File: src/logic/cfg_pkg.sv
package cfg_pkg;

  // Register offsets on the serial configuration port
  localparam logic [7:0] ADDR_DEV_ID     = 8'h00;
  localparam logic [7:0] ADDR_SOFT_RESET = 8'h01;
  localparam logic [7:0] ADDR_PIN0_CFG   = 8'h02;
  localparam logic [7:0] ADDR_PIN1_CFG   = 8'h03;
  localparam logic [7:0] ADDR_PIN2_CFG   = 8'h04;
  localparam logic [7:0] ADDR_GP_IN      = 8'h05;
  localparam logic [7:0] ADDR_OUT_VAL    = 8'h06;

  // Field positions
  localparam int SOFT_RESET_BIT = 0;
  localparam int MODE_MSB       = 7;
  localparam int MODE_LSB       = 4;
  localparam int PULL_MSB       = 3;
  localparam int PULL_LSB       = 2;
  localparam int IN_EN_BIT      = 1;
  localparam int OUT_EN_BIT     = 0;
  localparam int NUM_PINS       = 3;

  // Reset values
  localparam logic [6:0] DEV_ADDR_RST   = 7'h58;
  localparam logic [7:0] PIN_CFG_RST    = 8'h05;
  localparam logic [2:0] OUT_VAL_RST    = 3'h0;
  localparam logic       SOFT_RESET_RST = 1'h0;

  // Pull field codes
  localparam logic [1:0] PULL_NONE = 2'h0;
  localparam logic [1:0] PULL_DOWN = 2'h1;
  localparam logic [1:0] PULL_UP   = 2'h2;

  // Function codes, one source per code
  localparam logic [3:0] MODE_P0_OUT_BIT = 4'h0;
  localparam logic [3:0] MODE_P0_SIG_DET = 4'h1;
  localparam logic [3:0] MODE_P1_POR     = 4'h0;
  localparam logic [3:0] MODE_P1_OUT_BIT = 4'h1;
  localparam logic [3:0] MODE_P1_SIG_DET = 4'h2;
  localparam logic [3:0] MODE_P1_LOCK    = 4'h3;
  localparam logic [3:0] MODE_P2_OUT_BIT = 4'h0;
  localparam logic [3:0] MODE_P2_AON_CLK = 4'h1;
  localparam logic [3:0] MODE_P2_TX_CLK  = 4'h2;
  localparam logic [3:0] MODE_P2_CDR_CLK = 4'h3;

  // One pin configuration byte, laid out as in the register
  typedef struct packed {
    logic [3:0] mode;
    logic [1:0] pull;
    logic       in_en;
    logic       out_en;
  } pin_cfg_t;

  // Register write request from the serial engine
  typedef struct packed {
    logic       wr;
    logic [7:0] addr;
    logic [7:0] data;
  } reg_req_t;

  // Serial engine states, Gray coded in the order listed
  typedef enum logic [2:0] {
    ST_IDLE  = 3'h0,
    ST_ADDR  = 3'h1,
    ST_CMD   = 3'h3,
    ST_WDATA = 3'h2,
    ST_ACK   = 3'h6,
    ST_READ  = 3'h7,
    ST_RACK  = 3'h5
  } smb_state_t;

endpackage : cfg_pkg

File: src/logic/sync_2ff.sv
`timescale 1ns/1ns
module sync_2ff #(
  parameter int WIDTH = 1
) (
  input  wire logic             clock_i,
  input  wire logic             rstn_i,
  input  wire logic [WIDTH-1:0] async_i,
  output logic      [WIDTH-1:0] sync_o
);

  logic [WIDTH-1:0] meta_q;

  // Two stages; the first one feeds nothing but the second
  always_ff @(posedge clock_i or negedge rstn_i) begin
    if (!rstn_i) begin
      meta_q <= '0;
      sync_o <= '0;
    end else begin
      meta_q <= async_i;
      sync_o <= meta_q;
    end
  end

endmodule : sync_2ff

File: src/logic/pin_cell.sv
`timescale 1ns/1ns
module pin_cell (
  input  wire logic              clock_i,
  input  wire logic              rstn_i,
  input  wire cfg_pkg::pin_cfg_t cfg_i,
  input  wire logic [3:0]        src_i,
  input  wire logic [3:0]        clk_src_i,
  input  wire logic [3:0]        clk_mask_i,
  output logic                   pad_out_o,
  output logic                   pad_oe_n_o,
  output logic                   pull_up_o,
  output logic                   pull_down_o,
  output logic                   input_en_o
);
  import cfg_pkg::*;

  logic       data_q;
  logic       legal_w;
  logic       clk_mode_w;
  logic [1:0] sel_w;

  // Codes above 3 are reserved and drive a steady low
  assign legal_w    = (cfg_i.mode[3:2] == 2'h0);
  assign sel_w      = cfg_i.mode[1:0];
  assign clk_mode_w = legal_w && clk_mask_i[sel_w];

  // Data sources are retimed; forwarded clocks cannot be
  always_ff @(posedge clock_i or negedge rstn_i) begin
    if (!rstn_i) begin
      data_q      <= 1'b0;
      pad_oe_n_o  <= 1'b0;
      pull_up_o   <= 1'b0;
      pull_down_o <= 1'b1;
      input_en_o  <= 1'b0;
    end else begin
      data_q      <= legal_w && src_i[sel_w];
      pad_oe_n_o  <= ~cfg_i.out_en;
      pull_up_o   <= (cfg_i.pull == PULL_UP);
      pull_down_o <= (cfg_i.pull == PULL_DOWN);
      input_en_o  <= cfg_i.in_en;
    end
  end

  // Clock modes bypass the flop; a switch may leave one short pulse
  assign pad_out_o = clk_mode_w ? clk_src_i[sel_w] : data_q;

endmodule : pin_cell

File: src/logic/soft_reset_and_pin_config.sv
//////////////////////////////////////////////////////////////////////////////
// Operation
// - Writing one to soft-reset bit returns pin config and output registers to power-up values.
// - Soft reset keeps the device address register as last written.
// - Pin 0 function: 0 general output bit, 1 signal detect 0.
// - Pin 1 function: reset flag, output bit, detect 1, lock.
// - Pin 2 function: output bit, free clock, transmit clock, CDR clock.
// - Pull field: 00 none, 01 pulldown, 10 pullup; default pulldown.
// - Bit 1 enables the pin input buffer; default disabled.
// - Bit 0 enables the pin output driver; default enabled.
// - General output register bits 2 to 0 reach pins in output mode.
//////////////////////////////////////////////////////////////////////////////
`timescale 1ns/1ns
module soft_reset_and_pin_config (
  input  wire logic       clock_i,
  input  wire logic       rstn_i,
  input  wire logic       smb_scl_i,
  input  wire logic       smb_sda_i,
  output logic            smb_sda_o,
  output logic            smb_sda_oe_n_o,
  input  wire logic       smb_sel_i,
  input  wire logic [1:0] sig_detect_i,
  input  wire logic       cdr_lock_i,
  input  wire logic       always_on_clk_i,
  input  wire logic       lvds_tx_clk_i,
  input  wire logic       cdr_clk_i,
  input  wire logic [2:0] pad_in_i,
  output logic      [2:0] pad_out_o,
  output logic      [2:0] pad_oe_n_o,
  output logic      [2:0] pull_up_o,
  output logic      [2:0] pull_down_o,
  output logic      [2:0] input_en_o
);
  import cfg_pkg::*;

  //////////////////////////////////////////////////////////////////////////
  // Declarations

  logic       scl_s;
  logic       sda_s;
  logic       sel_s;
  logic [1:0] sig_det_s;
  logic       lock_s;
  logic [2:0] pad_in_s;
  logic       scl_prev_q;
  logic       sda_prev_q;

  logic       start_w;
  logic       stop_w;
  logic       rise_w;
  logic       fall_w;
  logic       rx_state_w;
  logic       byte_done_w;
  logic       addr_match_w;

  smb_state_t state_q;
  smb_state_t next_q;
  logic [3:0] cnt_q;
  logic [7:0] shift_q;
  logic [7:0] ptr_q;
  reg_req_t   req_q;

  logic [6:0] dev_addr_q;
  logic       soft_trig_q;
  logic [2:0] out_val_q;
  logic       por_done_q;
  pin_cfg_t   pin_cfg_q [NUM_PINS];
  logic [2:0] gp_in_w;
  logic [7:0] rd_data_w;

  logic [3:0] src_w      [NUM_PINS];
  logic [3:0] clk_src_w  [NUM_PINS];
  logic [3:0] clk_mask_w [NUM_PINS];

  // True when a write request targets the given offset
  function automatic logic hit(input reg_req_t req, input logic [7:0] addr);
    hit = req.wr && (req.addr == addr);
  endfunction : hit

  //////////////////////////////////////////////////////////////////////////
  // Input synchronisers

  // Every pin and foreign-domain flag except the three forwarded clocks is retimed before use
  sync_2ff #(
    .WIDTH (9)
  ) u_sync (
    .clock_i (clock_i),
    .rstn_i  (rstn_i),
    .async_i ({smb_scl_i, smb_sda_i, smb_sel_i, sig_detect_i, cdr_lock_i,
               pad_in_i}),
    .sync_o  ({scl_s, sda_s, sel_s, sig_det_s, lock_s, pad_in_s})
  );

  // History resets low like the synchroniser, so no false fall or
  // stop follows reset; the first rise lands in idle and is ignored
  always_ff @(posedge clock_i or negedge rstn_i) begin
    if (!rstn_i) begin
      scl_prev_q <= 1'b0;
      sda_prev_q <= 1'b0;
    end else begin
      scl_prev_q <= scl_s;
      sda_prev_q <= sda_s;
    end
  end

  // Bus conditions seen on the retimed lines
  assign start_w = scl_s && scl_prev_q && sda_prev_q && !sda_s;
  assign stop_w  = scl_s && scl_prev_q && !sda_prev_q && sda_s;
  assign rise_w  = scl_s && !scl_prev_q;
  assign fall_w  = !scl_s && scl_prev_q;

  assign rx_state_w   = (state_q == ST_ADDR) || (state_q == ST_CMD) ||
                        (state_q == ST_WDATA);
  assign byte_done_w  = (cnt_q == 4'h8);
  // Address byte is compared without its direction bit
  assign addr_match_w = sel_s && (shift_q[7:1] == dev_addr_q);

  //////////////////////////////////////////////////////////////////////////
  // Serial byte engine

  // Start and stop win over any bit activity; the SDA driver only
  // changes while SCL is low, so it never forges a start or stop
  always_ff @(posedge clock_i or negedge rstn_i) begin
    if (!rstn_i) begin
      state_q   <= ST_IDLE;
      next_q    <= ST_IDLE;
      cnt_q     <= 4'h0;
      shift_q   <= 8'h00;
      ptr_q     <= 8'h00;
      smb_sda_oe_n_o <= 1'b1;
      req_q     <= '0;
    end else begin
      req_q.wr <= 1'b0;
      if (start_w) begin
        state_q        <= ST_ADDR;
        cnt_q          <= 4'h0;
        smb_sda_oe_n_o <= 1'b1;
      end else if (stop_w) begin
        state_q        <= ST_IDLE;
        smb_sda_oe_n_o <= 1'b1;
      end else if (rise_w) begin
        if (rx_state_w) begin
          shift_q <= {shift_q[6:0], sda_s};
          cnt_q   <= cnt_q + 4'h1;
        end else if (state_q == ST_READ) begin
          cnt_q <= cnt_q + 4'h1;
        end else if (state_q == ST_RACK) begin
          // Master acknowledge asks for the next register
          if (!sda_s) begin
            ptr_q   <= ptr_q + 8'h01;
            state_q <= ST_ACK;
            next_q  <= ST_READ;
          end else begin
            state_q <= ST_IDLE;
          end
        end
      end else if (fall_w) begin
        if (rx_state_w && byte_done_w) begin
          cnt_q <= 4'h0;
          unique case (state_q)
            ST_ADDR: begin
              if (addr_match_w) begin
                smb_sda_oe_n_o <= 1'b0;
                state_q        <= ST_ACK;
                next_q         <= shift_q[0] ? ST_READ : ST_CMD;
              end else begin
                state_q <= ST_IDLE;
              end
            end
            ST_CMD: begin
              ptr_q          <= shift_q;
              smb_sda_oe_n_o <= 1'b0;
              state_q        <= ST_ACK;
              next_q         <= ST_WDATA;
            end
            ST_WDATA: begin
              req_q.wr       <= 1'b1;
              req_q.addr     <= ptr_q;
              req_q.data     <= shift_q;
              ptr_q          <= ptr_q + 8'h01;
              smb_sda_oe_n_o <= 1'b0;
              state_q        <= ST_ACK;
              next_q         <= ST_WDATA;
            end
            default: state_q <= ST_IDLE;
          endcase
        end else if (state_q == ST_ACK) begin
          cnt_q   <= 4'h0;
          state_q <= next_q;
          if (next_q == ST_READ) begin
            shift_q        <= rd_data_w;
            smb_sda_oe_n_o <= rd_data_w[7];
          end else begin
            smb_sda_oe_n_o <= 1'b1;
          end
        end else if (state_q == ST_READ) begin
          if (byte_done_w) begin
            smb_sda_oe_n_o <= 1'b1;
            state_q        <= ST_RACK;
          end else begin
            shift_q        <= {shift_q[6:0], 1'b0};
            smb_sda_oe_n_o <= shift_q[6];
          end
        end
      end
    end
  end

  // Open-drain line: only ever pulled low
  always_ff @(posedge clock_i or negedge rstn_i) begin
    if (!rstn_i) begin
      smb_sda_o <= 1'b0;
    end else begin
      smb_sda_o <= 1'b0;
    end
  end

  //////////////////////////////////////////////////////////////////////////
  // Registers

  // Power-up flag: low in reset, high from the first edge after it
  always_ff @(posedge clock_i or negedge rstn_i) begin
    if (!rstn_i) begin
      por_done_q <= 1'b0;
    end else begin
      por_done_q <= 1'b1;
    end
  end

  always_ff @(posedge clock_i or negedge rstn_i) begin
    if (!rstn_i) begin
      dev_addr_q <= DEV_ADDR_RST;
    end else if (hit(req_q, ADDR_DEV_ID)) begin
      dev_addr_q <= req_q.data[7:1];
    end
  end

  always_ff @(posedge clock_i or negedge rstn_i) begin
    if (!rstn_i) begin
      soft_trig_q <= SOFT_RESET_RST;
    end else if (soft_trig_q) begin
      soft_trig_q <= SOFT_RESET_RST;
    end else if (hit(req_q, ADDR_SOFT_RESET)) begin
      soft_trig_q <= req_q.data[SOFT_RESET_BIT];
    end
  end

  always_ff @(posedge clock_i or negedge rstn_i) begin
    if (!rstn_i) begin
      out_val_q <= OUT_VAL_RST;
    end else if (soft_trig_q) begin
      out_val_q <= OUT_VAL_RST;
    end else if (hit(req_q, ADDR_OUT_VAL)) begin
      out_val_q <= req_q.data[2:0];
    end
  end

  // Pin configuration bytes, one per pin
  for (genvar i = 0; i < NUM_PINS; i++) begin : g_cfg
    always_ff @(posedge clock_i or negedge rstn_i) begin
      if (!rstn_i) begin
        pin_cfg_q[i] <= pin_cfg_t'(PIN_CFG_RST);
      end else if (soft_trig_q) begin
        pin_cfg_q[i] <= pin_cfg_t'(PIN_CFG_RST);
      end else if (hit(req_q, ADDR_PIN0_CFG + 8'(i))) begin
        pin_cfg_q[i] <= pin_cfg_t'(req_q.data);
      end
    end
    assign gp_in_w[i] = pad_in_s[i] && pin_cfg_q[i].in_en;
  end

  // Read selection; reserved bits and unmapped offsets read zero
  assign rd_data_w =
    (ptr_q == ADDR_DEV_ID)     ? {dev_addr_q, 1'b0} :
    (ptr_q == ADDR_SOFT_RESET) ? {7'h00, soft_trig_q} :
    (ptr_q == ADDR_PIN0_CFG)   ? 8'(pin_cfg_q[0]) :
    (ptr_q == ADDR_PIN1_CFG)   ? 8'(pin_cfg_q[1]) :
    (ptr_q == ADDR_PIN2_CFG)   ? 8'(pin_cfg_q[2]) :
    (ptr_q == ADDR_GP_IN)      ? {5'h00, gp_in_w} :
    (ptr_q == ADDR_OUT_VAL)    ? {5'h00, out_val_q} : 8'h00;

  //////////////////////////////////////////////////////////////////////////
  // Pin sources

  assign src_w[0]      = {2'h0, sig_det_s[0], out_val_q[0]};
  assign clk_src_w[0]  = 4'h0;
  assign clk_mask_w[0] = 4'h0;
  assign src_w[1]      = {lock_s, sig_det_s[1], out_val_q[1], por_done_q};
  assign clk_src_w[1]  = 4'h0;
  assign clk_mask_w[1] = 4'h0;
  assign src_w[2]      = {3'h0, out_val_q[2]};
  assign clk_src_w[2]  = {cdr_clk_i, lvds_tx_clk_i, always_on_clk_i, 1'b0};
  assign clk_mask_w[2] = 4'hE;

  for (genvar i = 0; i < NUM_PINS; i++) begin : g_pin
    pin_cell u_cell (
      .clock_i     (clock_i),
      .rstn_i      (rstn_i),
      .cfg_i       (pin_cfg_q[i]),
      .src_i       (src_w[i]),
      .clk_src_i   (clk_src_w[i]),
      .clk_mask_i  (clk_mask_w[i]),
      .pad_out_o   (pad_out_o[i]),
      .pad_oe_n_o  (pad_oe_n_o[i]),
      .pull_up_o   (pull_up_o[i]),
      .pull_down_o (pull_down_o[i]),
      .input_en_o  (input_en_o[i])
    );
  end

endmodule : soft_reset_and_pin_config

File: config.mk
export PLATFORM = sky130hd
export DESIGN_NAME = soft_reset_and_pin_config
export DESIGN_NICKNAME = d
export VERILOG_FILES = /design/src/logic/cfg_pkg.sv /design/src/logic/sync_2ff.sv /design/src/logic/pin_cell.sv /design/src/logic/soft_reset_and_pin_config.sv
export SDC_FILE = /design/constraint.sdc
export NUM_CORES = 1
export LEC_CHECK = 0
export ABC_AREA = 0
export ABC_CLOCK_PERIOD_IN_PS = 2100
export BUFFER_PORTS_ARGS = -buffer_cell sky130_fd_sc_hd__buf_2
export CAP_MARGIN = 20
export CORE_MARGIN = 5
export CORE_UTILIZATION = 36
export CTS_CLUSTER_DIAMETER = 30
export DETAILED_ROUTE_END_ITERATION = 10
export PLACE_DENSITY = 0.61
export SLEW_MARGIN = 10
export SYNTH_ARGS = -nofsm -noshare
export SYNTH_HDL_FRONTEND = slang
export SYNTH_SLANG_ARGS = --single-unit
File: constraint.sdc
create_clock -name clock_i -period 2.1 [get_ports clock_i]
set_clock_uncertainty 0.2 [all_clocks]
set_input_delay 0.42 -clock clock_i [delete_from_list [all_inputs] [get_ports clock_i]]
set_output_delay 0.42 -clock clock_i [all_outputs]
set_load 0.005 [all_outputs]
==> results by group <==
Place
  • HPWL Detailed: 10000 um
  • Final RePlAce weighted congestion: 0.870
  • Pre-CTS WS: -0.179 ns
  • Port Buffers: 29

Yosys
  • XOR/XNOR share of the synthesized area: approximately 1.2%
  • Largest family of logic cells by synthesized area: simple AND/OR/NAND/NOR gates
  • Post-synthesis adder-cell area fraction: under 10%
  • Post-synth net total: 561
  • Yosys warns: 0
  • Distinct cells, synth: 67
  • Compound-Gate Fraction of Synth Area: 12.7%
  • Synthesized area per cell: about 11 um2
  • Mux contribution to synthesized area: 10.4%
  • Post-Synthesis Cell Area: 0.00573 mm2
  • Ys async rst share: 100%
  • Synth Flop Type: dfrtp_1
  • Seq/Total Area, Yosys: 50.5%
  • EDFF count, synth: 0
  • Synthesized flop and latch total: 115
  • Mapped Cells: 538
  • Synth Area in Simple Gates: 17.2%

Global route
  • M2 GR Usage: 25.6%
  • Vias in the first global route: 4550
  • Global-route wire length before repair: 23900 um
  • Gr busiest metal: met2
  • Initial antenna violation count: 0
  • Largest net degree at the start of global routing: 50
  • GRT overflow: 0
  • Met1 Use GR: 22.9%
  • GRT Total Usage: roughly 17%
  • M3 GR Usage: 3.48%

Timing
  • Sum Neg Setup Slack: -0.575 ns
  • Max-slew violations: 0
  • Fin. Hold Viols: 0
  • Worst setup margin: -0.0793 ns
  • RSZ-0062 raised after global routing: true
  • Final worst path period need: around 2.2 ns
  • Post-route clock period utilization: 104%
  • Final setup violating endpoints: 24
  • F_max: 459 MHz

Critical path
  • Critical path capture point type: register
  • Setup CP Type: reg2reg
  • CP Launch Type: register
  • Critical Path AT: approximately 2.3 ns
  • Crit-path max FO: 6
  • Crit path required time: 2.18 ns

Floorplan
  • Die area: between 0.015 and 0.02 mm2
  • Effective utilization at floorplan: 36.3%
  • Core ar.: 0.0158 mm2
  • Die Span X: 136 um
  • Row count: 46
  • Ports: 31
  • Chip Height: 136 um

Clock network
  • H-tree depth reported by CTS: 4
  • CTS max path bufs: 2
  • Clock slew at reported path FFs: roughly 0.06 ns
  • Worst skew pair latency: 0.42 ns
  • CTS Root Cell: clkbuf_16
  • Cts bufs inserted: 17
  • Sink count of the clock tree: 115
  • CTS tree: yes

Layout
  • Area growth syn-to-layout: 31.9%
  • Most frequent cells in the layout: dfrtp_1 (100), buf_4 (66), nor2_1 (48), buf_2 (29), nand2_1 (28)
  • Nets: 653
  • Most common cell after layout, fill and taps aside: dfrtp_1
  • Share of cells above drive strength 1: 36.1%
  • Antenna Diode Count: 0

Job
  • Total of max-cap violations: 0

Route
  • Avg Vias per Cell: around 5.2
  • Initial drt markers: just under 300
  • Drt wl/cell: 17.2 um
  • Routed wire length: 14800 um
  • First-pass DRT Iterations: 4
  • DRC: 0
  • Antenna-violating nets left: 0
  • Routed vias: ~4500

Pwr
  • Worst VDD drop: 600 uV
  • Power per cell area: around 940 mW/mm2
  • LEAKAGE: 3.51 nW

Min path
  • Min-delay worst type: reg2reg

Run status
  • Status: finished with violations
  • Violated checks: setup timing
## critical path: stages, from the launching register on
cell,delay (ns)
dfrtp_2,0.44
ha_4,0.19
or2_4,0.25
o32ai_4,0.28
o211ai_1,0.21
buf_4,0.22
o21ai_1,0.15
o21ai_1,0.10
## where the power goes
group          leakage (nW)  internal (mW)  total [mW]  switching [mW]
combinational          1.76          0.817        1.74           0.924
sequential             1.47           2.39        2.59           0.203
clock                 0.276           1.78        2.80            1.02
## layer usage
metal	wire, um	part of all wire (%)
met1	6680	45
met3	887	6.0
met5	0	0
met2	7030	47
met4	208	1.4
## stage by stage
step                      std cells  total power [mW]  util [%]  hold WS (ns)  area, um2
final                           859              7.14      47.9         0.146       7560
after global routing            859              7.44      47.9         0.152       7560
after CTS                       857              7.06      46.5         0.147       7330
after detailed placement        804              4.17      41.0         0.135       6470
after global placement          804              4.12      41.0         0.132       6470
after floorplan                 538              3.49         -       -0.0756       5750
## repair_timing
action	in CTS	in global routing
endpoints found under the hold margin	31	0
setup endpoints to repair	44	66
hold buffers	10	0
resized for setup	31	53
pin swaps	5	19
gates cloned	3	1
setup buffers	9	1
## worst paths after layout
kind	start	to	slack, ns	cells after the start
setup / recovery	u_sync.sync_o[8]	ptr_q[2]	-0.08	7
hold / removal	u_sync.meta_q[6]	u_sync.sync_o[6]	0.15	0
setup reg to reg	u_sync.sync_o[8]	ptr_q[2]	-0.08	7
hold reg to reg	u_sync.meta_q[6]	u_sync.sync_o[6]	0.15	0
max in group asynchronous	rstn_i	pin_cfg_q[8]	0.82	3
min in group asynchronous	rstn_i	u_sync.meta_q[0]	0.25	2
## registers in the layout, indices dropped and copies added (netlist names), 3 cells and up
signal                    cells
pin_cfg_q                    24
req_q                        17
u_sync.meta_q                 9
u_sync.sync_o                 9
ptr_q                         8
shift_q                       8
dev_addr_q                    7
cnt_q                         4
g_pin.u_cell.data_q           3
g_pin.u_cell.input_en_o       3
g_pin.u_cell.pad_oe_n_o       3
g_pin.u_cell.pull_down_o      3
g_pin.u_cell.pull_up_o        3
next_q                        3
out_val_q                     3
state_q                       3
## cell usage after synthesis, types with 4 or more instances
cell	instances	area share, %
a221oi_1	7	1.1
o31ai_1	4	0.52
o211ai_1	6	0.79
nand2_1	30	2.0
buf_4	18	2.4
dfrtp_1	102	45
and3_1	4	0.44
dfstp_2	13	6.0
clkbuf_1	15	0.98
buf_6	4	0.79
nand3_1	14	1.2
and2_1	5	0.55
nand4_1	5	0.55
o21ai_0	26	2.3
a32o_1	5	0.87
nor2b_1	19	2.1
inv_1	19	1.2
a211o_1	4	0.61
a21oi_1	19	1.7
xnor2_1	6	0.92
or2_2	5	0.55
buf_2	5	0.44
o2bb2ai_1	4	0.61
nor4_1	7	0.76
nor2_1	51	3.3
nor3_1	9	0.79
a32oi_1	4	0.61
nand2b_1	6	0.66
ha_1	9	2.0
mux2i_1	28	4.9
mux2_2	28	5.5
nand4b_1	4	0.61
## cells by family after synthesis
logic type | Yosys count
DFF | 115
and+or+nand+nor | 181
xor gates and xnor gates | 8
other | 2
AOI/OAI and AO/OA | 105
adders and majority gates | 9
buffers and inverters | 62
muxes | 56
## cell type report
cell class / count / area (um2)
fillers: 1429 / 8210
flip-flops and latches: 115 / 2900
multi-input cells: 361 / 2790
repair buffers: 116 / 947
clock buffers: 25 / 505
well taps: 216 / 270
clock inverters: 7 / 75.1
inverters: 19 / 71.3
(Power assumes the default switching activity.)
